[config.mk]
export PLATFORM = sky130hd
export DESIGN_NAME = rsc_run_stop
export DESIGN_NICKNAME = d
export VERILOG_FILES = /design/src/common/rsc_pkg.sv /design/src/rsc_run_stop.sv
export SDC_FILE = /design/constraint.sdc
export NUM_CORES = 1
export LEC_CHECK = 0
export ABC_AREA = 1
export BUFFER_PORTS_ARGS = -buffer_cell sky130_fd_sc_hd__buf_2
export CAP_MARGIN = 20
export CORE_ASPECT_RATIO = 0.5
export CORE_MARGIN = 4
export CORE_UTILIZATION = 55
export CTS_CLUSTER_DIAMETER = 120
export CTS_CLUSTER_SIZE = 28
export DETAILED_ROUTE_END_ITERATION = 16
export PLACE_DENSITY_LB_ADDON = 0.12
export SLEW_MARGIN = 0
export SYNTH_ARGS = -nofsm -noshare
export SYNTH_HDL_FRONTEND = slang
export SYNTH_SLANG_ARGS = --single-unit
[constraint.sdc]
create_clock -name mclk -period 2.87 [get_ports mclk]
set_clock_uncertainty 0.05 [all_clocks]
set_input_delay 0.1435 -clock mclk [delete_from_list [all_inputs] [get_ports mclk]]
set_output_delay 0.1435 -clock mclk [all_outputs]
set_load 0.05 [all_outputs]
[src/common/rsc_pkg.sv]
package rsc_pkg;

    // register byte offsets
    localparam logic [7:0] OFF_CTRL   = 8'h00;
    localparam logic [7:0] OFF_DECEL  = 8'h04;
    localparam logic [7:0] OFF_DCB    = 8'h08;
    localparam logic [7:0] OFF_PREX   = 8'h0c;
    localparam logic [7:0] OFF_HOLD   = 8'h10;
    localparam logic [7:0] OFF_HOST   = 8'h14;
    localparam logic [7:0] OFF_STATUS = 8'h18;

    // control field positions
    localparam int CTRL_SRC_LSB  = 0;
    localparam int CTRL_MODE_LSB = 2;
    localparam int CTRL_START    = 4;
    localparam int CTRL_STOP     = 5;
    localparam int CTRL_INH      = 6;
    localparam int CTRL_W        = 7;

    // host command bits
    localparam int HOST_RUN = 0;
    localparam int HOST_REV = 1;
    localparam int HOST_STP = 2;

    // command sources and terminal modes
    localparam logic [1:0] SRC_KEYPAD = 2'h0;
    localparam logic [1:0] SRC_TERM   = 2'h1;
    localparam logic [1:0] SRC_HOST   = 2'h2;
    localparam logic [1:0] TM_RUN_DIR = 2'h0;
    localparam logic [1:0] TM_FWD_REV = 2'h1;
    localparam logic [1:0] TM_FSR     = 2'h2;
    localparam logic [1:0] TM_RSD     = 2'h3;

    // reset values
    localparam logic [6:0]  CTRL_RST  = 7'h00;
    localparam logic [15:0] DECEL_RST = 16'h3a98;
    localparam logic [15:0] DCB_RST   = 16'h0000;
    localparam logic [15:0] PREX_RST  = 16'h0000;
    localparam logic [15:0] HOLD_RST  = 16'h0000;

    // timing
    localparam int CLK_NS     = 10;
    localparam int TICK_NS    = 1000000;
    localparam int TICK_CYC   = TICK_NS / CLK_NS;
    localparam int UV_REP_MS  = 5000;
    localparam int BLINK_MS   = 250;
    localparam logic [15:0] UV_REP_TICKS = 16'(UV_REP_MS);
    localparam logic [15:0] BLINK_TICKS  = 16'(BLINK_MS);

    typedef struct packed {
        logic       reverse_inhibit;
        logic       stop_method_select;
        logic       start_method_select;
        logic [1:0] terminal_mode_select;
        logic [1:0] command_source_select;
    } rsc_cfg_t;

    typedef struct packed {
        logic run;
        logic rev;
        logic stop;
    } rsc_cmd_t;

    typedef enum logic [2:0] {
        ST_IDLE, ST_DCB, ST_PREX, ST_HOLD, ST_TRACK, ST_RUN, ST_DECEL
    } rsc_state_t;

endpackage : rsc_pkg

[src/rsc_run_stop.sv]
// The APB slave port and the register offsets were decided locally.
`timescale 1ns/1ps
// Function
// - power-on prompt after initialization done
// - undervolt prompt, any key dismisses it
// - undervolt prompt returns after 5s idle
// - contactor closed swaps to power-on prompt
// - start without contactor raises soft warning
// - keypad run/stop keys, run blocked by trip
// - run led steady running, flicker decelerating
// - terminal source uses terminal mode decode
// - host source takes commands only from host
// - direct start: brake, pre-excite, hold
// - speed tracking start from rotating frequency
// - ramp stop over first decel time
// - coast stop cuts output immediately
// - terminal mode field picks four schemes
// - mode 0 run level, direction level
// - reverse inhibit masks reverse from direction terminal; mode 1 run+dir still stops
// - mode 1 forward/reverse, both means stop
// - two-line stop needs run release, reassert
// - mode 2 edge starts, closed stop level
// - mode 3 edge start, dir level, stop
module rsc_run_stop #(
    parameter int TICK_CYC = rsc_pkg::TICK_CYC
) (
    input  wire logic        mclk,
    input  wire logic        rstn,
    input  wire logic        psel,
    input  wire logic        penable,
    input  wire logic        pwrite,
    input  wire logic [7:0]  paddr,
    input  wire logic [31:0] pwdata,
    output logic      [31:0] prdata,
    output logic             pready,
    output logic             pslverr,
    input  wire logic        key_run,
    input  wire logic        key_stop,
    input  wire logic        key_any,
    input  wire logic        term_run,
    input  wire logic        term_dir,
    input  wire logic        term_stop,
    input  wire logic        ext_stop,
    input  wire logic        trip_active,
    input  wire logic        init_done,
    input  wire logic        bus_undervolt,
    input  wire logic        softstart_closed,
    input  wire logic        track_lock,
    output logic             drive_enable,
    output logic             drive_reverse,
    output logic             dc_brake_on,
    output logic             pre_excite_on,
    output logic             start_hold_on,
    output logic             track_on,
    output logic             ramp_down_on,
    output logic             run_led,
    output logic             prompt_power_on,
    output logic             prompt_undervolt,
    output logic             warn_soft_start
);

    function automatic logic rise(input logic cur, input logic prev);
        return cur & ~prev;
    endfunction : rise

    // ---------------- ms tick divider
    logic [31:0] div_cnt;
    logic        tick;
    wire         div_end = (div_cnt == 32'(TICK_CYC - 1));

    always_ff @(posedge mclk or negedge rstn) begin
        if (!rstn) begin
            div_cnt <= 32'h0;
            tick    <= 1'b0;
        end else begin
            div_cnt <= div_end ? 32'h0 : div_cnt + 32'h1;
            tick    <= div_end;
        end
    end

    // ---------------- apb slave
    rsc_pkg::rsc_cfg_t cfg;
    logic [15:0] decel_ms;
    logic [15:0] dcb_ms;
    logic [15:0] prex_ms;
    logic [15:0] hold_ms;
    rsc_pkg::rsc_cmd_t host_cmd;
    logic [31:0] status_word;

    wire acc    = psel & penable;
    wire done   = acc & pready;
    wire wr     = done & pwrite;
    wire a_ctrl = (paddr == rsc_pkg::OFF_CTRL);
    wire a_dec  = (paddr == rsc_pkg::OFF_DECEL);
    wire a_dcb  = (paddr == rsc_pkg::OFF_DCB);
    wire a_prex = (paddr == rsc_pkg::OFF_PREX);
    wire a_hold = (paddr == rsc_pkg::OFF_HOLD);
    wire a_host = (paddr == rsc_pkg::OFF_HOST);
    wire a_stat = (paddr == rsc_pkg::OFF_STATUS);
    wire mapped = a_ctrl | a_dec | a_dcb | a_prex | a_hold | a_host | a_stat;

    logic [31:0] rd_mux;
    always_comb begin
        if (a_ctrl)      rd_mux = {25'h0, cfg};
        else if (a_dec)  rd_mux = {16'h0, decel_ms};
        else if (a_dcb)  rd_mux = {16'h0, dcb_ms};
        else if (a_prex) rd_mux = {16'h0, prex_ms};
        else if (a_hold) rd_mux = {16'h0, hold_ms};
        else if (a_stat) rd_mux = status_word;
        else             rd_mux = 32'h0;
    end

    // answer one cycle into the access phase
    always_ff @(posedge mclk or negedge rstn) begin
        if (!rstn) begin
            pready  <= 1'b0;
            prdata  <= 32'h0;
            pslverr <= 1'b0;
        end else begin
            pready  <= acc & ~pready;
            prdata  <= (acc & ~pready & ~pwrite) ? rd_mux : 32'h0;
            pslverr <= acc & ~pready & ~mapped;
        end
    end

    always_ff @(posedge mclk or negedge rstn) begin
        if (!rstn) begin
            cfg      <= rsc_pkg::rsc_cfg_t'(rsc_pkg::CTRL_RST);
            decel_ms <= rsc_pkg::DECEL_RST;
            dcb_ms   <= rsc_pkg::DCB_RST;
            prex_ms  <= rsc_pkg::PREX_RST;
            hold_ms  <= rsc_pkg::HOLD_RST;
            host_cmd <= '0;
        end else begin
            // host commands are one-cycle pulses
            host_cmd <= '0;
            if (wr && a_ctrl)
                cfg <= rsc_pkg::rsc_cfg_t'(pwdata[rsc_pkg::CTRL_W-1:0]);
            if (wr && a_dec)
                decel_ms <= pwdata[15:0];
            if (wr && a_dcb)
                dcb_ms <= pwdata[15:0];
            if (wr && a_prex)
                prex_ms <= pwdata[15:0];
            if (wr && a_hold)
                hold_ms <= pwdata[15:0];
            if (wr && a_host)
                host_cmd <= {pwdata[rsc_pkg::HOST_RUN],
                             pwdata[rsc_pkg::HOST_REV],
                             pwdata[rsc_pkg::HOST_STP]};
        end
    end

    // ---------------- input edges
    logic p_key_run;
    logic p_key_stop;
    logic p_term_run;
    logic p_term_dir;

    always_ff @(posedge mclk or negedge rstn) begin
        if (!rstn) begin
            p_key_run  <= 1'b0;
            p_key_stop <= 1'b0;
            p_term_run <= 1'b0;
            p_term_dir <= 1'b0;
        end else begin
            p_key_run  <= key_run;
            p_key_stop <= key_stop;
            p_term_run <= term_run;
            p_term_dir <= term_dir;
        end
    end

    wire e_key_run  = rise(key_run, p_key_run);
    wire e_key_stop = rise(key_stop, p_key_stop);
    wire e_run      = rise(term_run, p_term_run);
    wire e_dir      = rise(term_dir, p_term_dir);

    // ---------------- command decode
    rsc_pkg::rsc_state_t state;
    rsc_pkg::rsc_state_t next_state;
    logic relaunch_block;
    logic running;
    logic reverse;

    wire [1:0] src  = cfg.command_source_select;
    wire [1:0] mode = cfg.terminal_mode_select;
    wire inh        = cfg.reverse_inhibit;
    wire src_key    = (src == rsc_pkg::SRC_KEYPAD);
    wire src_term   = (src == rsc_pkg::SRC_TERM);
    wire src_host   = (src == rsc_pkg::SRC_HOST);
    wire two_line   = (mode == rsc_pkg::TM_RUN_DIR) |
                      (mode == rsc_pkg::TM_FWD_REV);
    wire stop_m2    = (mode == rsc_pkg::TM_FSR) & ~term_stop;
    wire stop_m3    = (mode == rsc_pkg::TM_RSD) & term_stop;
    wire stop_3l    = stop_m2 | stop_m3;

    wire m0_want    = term_run;
    wire m0_rev     = term_dir & ~inh;
    wire m1_fwd     = term_run & ~term_dir;
    wire m1_revl    = term_dir & ~term_run & ~inh;
    wire tl_want    = (mode == rsc_pkg::TM_RUN_DIR) ? m0_want
                    : (m1_fwd | m1_revl);
    wire tl_rev     = (mode == rsc_pkg::TM_RUN_DIR) ? m0_rev : m1_revl;

    wire e_fwd_3l   = e_run & ~stop_3l;
    wire e_rev_3l   = e_dir & ~stop_3l & ~inh &
                      (mode == rsc_pkg::TM_FSR);
    wire tr_rev     = (mode == rsc_pkg::TM_FSR) ? e_rev_3l
                    : (term_dir & ~inh);

    wire stop_force = (src_term | src_key) & (e_key_stop | ext_stop);

    logic start_req;
    logic start_rev;
    logic stop_req;
    always_comb begin
        start_req = 1'b0;
        start_rev = 1'b0;
        stop_req  = 1'b0;
        if (src_key) begin
            start_req = e_key_run & ~trip_active;
            stop_req  = e_key_stop;
        end else if (src_host) begin
            start_req = host_cmd.run;
            start_rev = host_cmd.rev & ~inh;
            stop_req  = host_cmd.stop;
        end else if (src_term && two_line) begin
            start_req = tl_want & ~relaunch_block & ~running;
            start_rev = tl_rev;
            stop_req  = stop_force | (running & ~tl_want);
        end else if (src_term) begin
            start_req = e_fwd_3l | e_rev_3l;
            start_rev = tr_rev;
            stop_req  = stop_force | stop_3l;
        end
    end

    wire blk_set = stop_force & src_term & two_line & tl_want;
    always_ff @(posedge mclk or negedge rstn) begin
        if (!rstn)
            relaunch_block <= 1'b0;
        else if (blk_set)
            relaunch_block <= 1'b1;
        else if (!tl_want)
            relaunch_block <= 1'b0;
    end

    // ---------------- soft start and prompts
    wire uv_active = bus_undervolt & ~softstart_closed;
    logic warn_soft;
    logic uv_dismiss;
    logic [15:0] uv_cnt;
    logic init_seen;

    wire start_ok   = start_req & ~running & softstart_closed &
                      ~trip_active;
    wire soft_block = start_req & ~running & ~softstart_closed;
    always_ff @(posedge mclk or negedge rstn) begin
        if (!rstn)
            warn_soft <= 1'b0;
        else if (soft_block)
            warn_soft <= 1'b1;
        else if (softstart_closed)
            warn_soft <= 1'b0;
    end

    always_ff @(posedge mclk or negedge rstn) begin
        if (!rstn)
            init_seen <= 1'b0;
        else if (init_done)
            init_seen <= 1'b1;
    end

    wire uv_rep = tick & (uv_cnt == rsc_pkg::UV_REP_TICKS - 16'h1);
    always_ff @(posedge mclk or negedge rstn) begin
        if (!rstn) begin
            uv_dismiss <= 1'b0;
            uv_cnt     <= 16'h0;
        end else if (!uv_active) begin
            uv_dismiss <= 1'b0;
            uv_cnt     <= 16'h0;
        end else if (key_any) begin
            uv_dismiss <= 1'b1;
            uv_cnt     <= 16'h0;
        end else if (uv_dismiss && uv_rep) begin
            uv_dismiss <= 1'b0;
            uv_cnt     <= 16'h0;
        end else if (uv_dismiss && tick) begin
            uv_cnt <= uv_cnt + 16'h1;
        end
    end

    // ---------------- start/stop sequencer
    logic [15:0] ph_cnt;
    wire ph_zero = (ph_cnt == 16'h0);
    wire ph_last = tick & (ph_cnt == 16'h1);

    wire [2:0] dir_pick = (dcb_ms != 16'h0)  ? 3'h1
                        : (prex_ms != 16'h0) ? 3'h2 : 3'h3;

    always_comb begin
        next_state = state;
        case (state)
            rsc_pkg::ST_IDLE: begin
                if (start_ok && cfg.start_method_select)
                    next_state = rsc_pkg::ST_TRACK;
                else if (start_ok && dir_pick == 3'h1)
                    next_state = rsc_pkg::ST_DCB;
                else if (start_ok && dir_pick == 3'h2)
                    next_state = rsc_pkg::ST_PREX;
                else if (start_ok)
                    next_state = rsc_pkg::ST_HOLD;
            end
            rsc_pkg::ST_DCB: begin
                if (ph_last && prex_ms != 16'h0)
                    next_state = rsc_pkg::ST_PREX;
                else if (ph_last)
                    next_state = rsc_pkg::ST_HOLD;
            end
            rsc_pkg::ST_PREX: begin
                if (ph_last)
                    next_state = rsc_pkg::ST_HOLD;
            end
            rsc_pkg::ST_HOLD: begin
                if (ph_zero || ph_last)
                    next_state = rsc_pkg::ST_RUN;
            end
            rsc_pkg::ST_TRACK: begin
                if (track_lock)
                    next_state = rsc_pkg::ST_RUN;
            end
            rsc_pkg::ST_DECEL: begin
                if (ph_zero || ph_last)
                    next_state = rsc_pkg::ST_IDLE;
            end
            default: next_state = state;
        endcase
        if (running && (stop_req || trip_active) &&
            (cfg.stop_method_select || trip_active))
            next_state = rsc_pkg::ST_IDLE;
        else if (running && stop_req && state != rsc_pkg::ST_DECEL)
            next_state = rsc_pkg::ST_DECEL;
    end

    wire entering = (next_state != state);
    logic [15:0] next_ph;
    always_comb begin
        next_ph = ph_cnt;
        if (entering) begin
            case (next_state)
                rsc_pkg::ST_DCB:   next_ph = dcb_ms;
                rsc_pkg::ST_PREX:  next_ph = prex_ms;
                rsc_pkg::ST_HOLD:  next_ph = hold_ms;
                rsc_pkg::ST_DECEL: next_ph = decel_ms;
                default:           next_ph = 16'h0;
            endcase
        end else if (tick && !ph_zero) begin
            next_ph = ph_cnt - 16'h1;
        end
    end

    always_ff @(posedge mclk or negedge rstn) begin
        if (!rstn) begin
            state  <= rsc_pkg::ST_IDLE;
            ph_cnt <= 16'h0;
        end else begin
            state  <= next_state;
            ph_cnt <= next_ph;
        end
    end

    always_comb running = (state != rsc_pkg::ST_IDLE);

    always_ff @(posedge mclk or negedge rstn) begin
        if (!rstn)
            reverse <= 1'b0;
        else if (state == rsc_pkg::ST_IDLE && start_ok)
            reverse <= start_rev;
    end

    // ---------------- run led blink
    logic [15:0] blink_cnt;
    logic        blink;
    always_ff @(posedge mclk or negedge rstn) begin
        if (!rstn) begin
            blink_cnt <= 16'h0;
            blink     <= 1'b0;
        end else if (state != rsc_pkg::ST_DECEL) begin
            blink_cnt <= 16'h0;
            blink     <= 1'b0;
        end else if (tick &&
                     blink_cnt == rsc_pkg::BLINK_TICKS - 16'h1) begin
            blink_cnt <= 16'h0;
            blink     <= ~blink;
        end else if (tick) begin
            blink_cnt <= blink_cnt + 16'h1;
        end
    end

    // ---------------- registered outputs
    wire next_dec = (next_state == rsc_pkg::ST_DECEL);
    wire next_run = (next_state != rsc_pkg::ST_IDLE);

    always_ff @(posedge mclk or negedge rstn) begin
        if (!rstn) begin
            drive_enable     <= 1'b0;
            drive_reverse    <= 1'b0;
            dc_brake_on      <= 1'b0;
            pre_excite_on    <= 1'b0;
            start_hold_on    <= 1'b0;
            track_on         <= 1'b0;
            ramp_down_on     <= 1'b0;
            run_led          <= 1'b0;
            prompt_power_on  <= 1'b0;
            prompt_undervolt <= 1'b0;
            warn_soft_start  <= 1'b0;
        end else begin
            drive_enable     <= next_run;
            drive_reverse    <= reverse & running;
            dc_brake_on      <= (next_state == rsc_pkg::ST_DCB);
            pre_excite_on    <= (next_state == rsc_pkg::ST_PREX);
            start_hold_on    <= (next_state == rsc_pkg::ST_HOLD);
            track_on         <= (next_state == rsc_pkg::ST_TRACK);
            ramp_down_on     <= next_dec;
            run_led          <= next_run & (~next_dec | blink);
            prompt_power_on  <= init_seen & ~uv_active;
            prompt_undervolt <= uv_active & ~uv_dismiss;
            warn_soft_start  <= warn_soft;
        end
    end

    always_comb status_word = {21'h0, state, relaunch_block, run_led,
                               warn_soft, prompt_undervolt,
                               prompt_power_on, ramp_down_on,
                               reverse, running};

endmodule : rsc_run_stop

==> results by group <==
Outcome
  – Status: completed

Timing
  – Setup WS post-layout: 0.113 ns
  – Worst-margin pin slew: 0.994 ns
  – Max Slew Vio Count: 0
  – Final worst-path cycle share: 96.1%
  – Slew margin rel.: 33.6%
  – Final setup violation count: 0
  – Tmin final: 2.76 ns
  – Fmax: 363 MHz
  – Final Hold Fails: 0

Setup path
  – Worst reg2reg path endpoint: ph_cnt[4]
  – Worst path cell trace: inv_1 -> nand2_2 -> inv_2 -> o21ai_1 -> a31oi_4 -> nand4_1 -> nand2_1 -> inv_1 -> nand2_1 -> nand3_1 -> nand2_2 -> buf_12 -> nor2_4 -> buf_12 -> nand3_1 -> nand2_1 -> o21bai_1 -> a21oi_1
  – Reg-to-Reg Start: state[0]
  – Crit path kind: reg -> reg
  – Reg2reg path depth: 18
  – Data arrival, critical path: 3.03 ns
  – R2r setup slk: 0.11 ns
  – Crit. End Element: flop
  – Slowest CP cell: dfrtp_1
  – Slowest stage delay, CP: 0.42 ns
  – WP data required: 3.14 ns
  – Crit path max fanout: 33
  – Critical path startpoint category: flop
  – Top cell by count, worst path: nand2_1

Synth
  – Synthesized area per cell: 7.96 um2
  – Synthesis warning total: 0
  – Top cell type's share of synthesized area: 45.3%
  – Asr flop ratio synth: 100%
  – Ys flop type: dfrtp_1
  – Most frequent cell after synthesis: nand2_1
  – Register area share after synthesis: 47.1%
  – Area contributors post-synth: dfrtp_1 45%, nand2_1 9.3%, o21ai_0 5.7%
  – Largest area contributor in the netlist: dfrtp_1
  – Flops & latches, synth: 197
  – Commonest cells post-synth: 261 x nand2_1, 190 x dfrtp_1, 158 x inv_1, 119 x o21ai_0, 118 x nor2_1
  – Synth Instances: 1,319
  – Cell variety after synth: 58
  – Mapped Area: 10,500 um2
  – EDFF count, synth: 0

Layout
  – Final instance area: 12,200 um2
  – FILL cells: 1,568
  – Syn-to-layout area delta: 16.3%
  – Share of layout cells above drive strength 1: 15.9%
  – Final-stage net count: 1,495

Die
  – IO Count: 102
  – # rows: 35
  – Die ar.: 21,500 um2
  – Die X: 203 um
  – Die H: 106 um
  – Placeable Area: 18,600 um2
  – Initial core utilization: 56.5%

Routing
  – Drt drc: 0
  – Vias per cell: 5.58
  – Antenna viol nets, final: 0
  – Drt wl/cell: 16.3 um
  – DR pass1 iterations: 6
  – Via count: 9,503
  – Detailed Route Iter0 Violations: 818
  – Total Wirelength: 27.8 mm

Placement
  – I/O Buffers: 69
  – Final RePlAce weighted congestion: 0.872
  – Placed cell area: 11,300 um2
  – Dpl ws: 0.0435 ns
  – Dpl hpwl: 19.3 mm

Worst hold path
  – Tightest Hold Check Type: in -> reg
  – Hold EP: pslverr
  – HP Start: paddr[0]
  – Hold depth: 3

Power
  – PwrDens: 697 nW/um2
  – VDD IR-drop max: 0.575 mV
  – Sequential share of power: 36.2%
  – Net Sw Power: 0.00307 W
  – Leakage: 5.79 nW
  – Combinational power share: 34.3%
  – Switching part of the total: 36.1%
  – Pint: 0.00544 W
  – Clk network pwr share: 29.5%
  – Total chip power: 0.00851 W

CTS
  – Clock Path Buffers: 2
  – CTS tree: done
  – H-tree level count: 4
  – Total CTS buffers: 17
  – Root Driver: clkbuf_16
  – CTS clk-pin slew, worst paths: 0.07 ns
  – Worst-Skew Late Latency: 0.44 ns
  – CTS Sinks: 197

Job
  – Max Cap Viol: 0

GRT
  – Antenna violations before repair: 1
  – Global Route Usage Sum: 26.5%
  – Grt total ovfl: 0
  – Vias in the first global route: 9,072
  – Largest net degree at the start of global routing: 80
  – First-pass GRT wire length: 45.7 mm
final cells by class:
cell class	count	area, um2	area share [%]
clock inverters	10	146	1.20
repair buffers	132	980	8.02
diodes	1	2.50	0.0205
well taps	259	324	2.65
flip-flops and latches	197	4940	40.5
multi-input cells	914	4710	38.6
clock buffers	20	467	3.82
inverters	170	638	5.23
what timing repair did:
item	in CTS	in global routing
setup endpoints to repair	1	19
resized for setup	1	14
endpoints found under the hold margin	116	0
hold buffers	21	0
setup buffers	0	6
pin swaps	0	3
per-stage QoR:
| stage | util (%) | hold slack [ns] | TNS [ns] | std cells |
|---|---|---|---|---|
| 2_1_floorplan | - | -0.202 | 0 | 1334 |
| 3_3_place_gp | 60.7 | 0.172 | 0 | 1645 |
| 3_5_place_dp | 60.7 | 0.178 | 0 | 1645 |
| 4_1_cts | 65.2 | 0.00619 | 0 | 1696 |
| 5_1_grt | 65.8 | 0.0333 | -0.00780 | 1703 |
| 6_report | 65.8 | 0.00944 | 0 | 1703 |
power groups by stage:
stage	clock, W	sequential [W]	combinational, W
after floorplan	0	0.00331	0.00177
after global placement	0	0.00313	0.00267
after detailed placement	0	0.00313	0.00272
after CTS	0.00255	0.00308	0.00276
after global routing	0.00266	0.00311	0.00316
final	0.00251	0.00309	0.00292
sequential cells by signal, indices dropped and copies added (netlist names), 2 cells and up:
signal and count:
prdata 16, cfg 2, host_cmd 3, blink_cnt 16, div_cnt 32, dcb_ms 16, src 2, hold_ms 16
decel_ms 16, mode 2, uv_cnt 16, prex_ms 16, state 3, ph_cnt 16
cell families after synthesis:
kind of cell               share of synthesized area, %
DFF                                                47.1
AOI/OAI and AO/OA                                  15.3
and+or+nand+nor                                    25.9
xor gates and xnor gates                           1.84
buffers and inverters                              9.17
adders and majority gates                         0.715
other                                            0.0357
cells in the final DEF, fill, tap and decap left out, types with 6 or more instances in the layout:
cell / count
nand2_1: 261
dfrtp_1: 188
inv_1: 158
o21ai_0: 119
nor2_1: 114
nand3_1: 86
buf_2: 68
a21oi_1: 64
buf_4: 34
nor3_1: 30
nand4_1: 25
dlygate4sd3_1: 21
o21ai_1: 19
xor2_1: 17
clkbuf_16: 17
conb_1: 16
nor2_2: 15
nand2_2: 15
nor4_1: 14
o21bai_1: 12
a21oi_2: 11
inv_2: 10
a31oi_1: 10
o211ai_1: 8
buf_12: 8
dfstp_2: 7
ha_1: 6
per-layer routing:
metal | part of all wire [%] | GRT usage [%] | vias up | wire, um
li1 | - | - | 4560 | -
met1 | 45 | 37.2 | 4542 | 12500
met2 | 46 | 41.9 | 354 | 12700
met3 | 7.0 | 5.10 | 47 | 1950
met4 | 2.2 | 8.32 | 0 | 611
met5 | 0 | 0 | - | 0
how the worst max path moves through the flow:
| stage | startpoint | depth (start not counted) | slack (ns) | end |
|---|---|---|---|---|
| 2_1_floorplan | state[1] | 17 | 0.56 | ph_cnt[5] |
| 3_3_place_gp | state[1] | 16 | 0.09 | ph_cnt[14] |
| 3_5_place_dp | state[1] | 16 | 0.04 | ph_cnt[5] |
| 4_1_cts | state[1] | 18 | 0.08 | ph_cnt[5] |
| 5_1_grt | mode[0] | 21 | -0.003 | ph_cnt[11] |
| 6_report | state[0] | 18 | 0.11 | ph_cnt[4] |
critical path: cells and delay by family, from the launching register on:
kind / cells / cell delay (ns)
DFF: 1 / 0.42
buffers and inverters: 5 / 0.72
and+or+nand+nor: 9 / 0.83
AOI/OAI and AO/OA: 4 / 0.62
(Power assumes the default switching activity.)
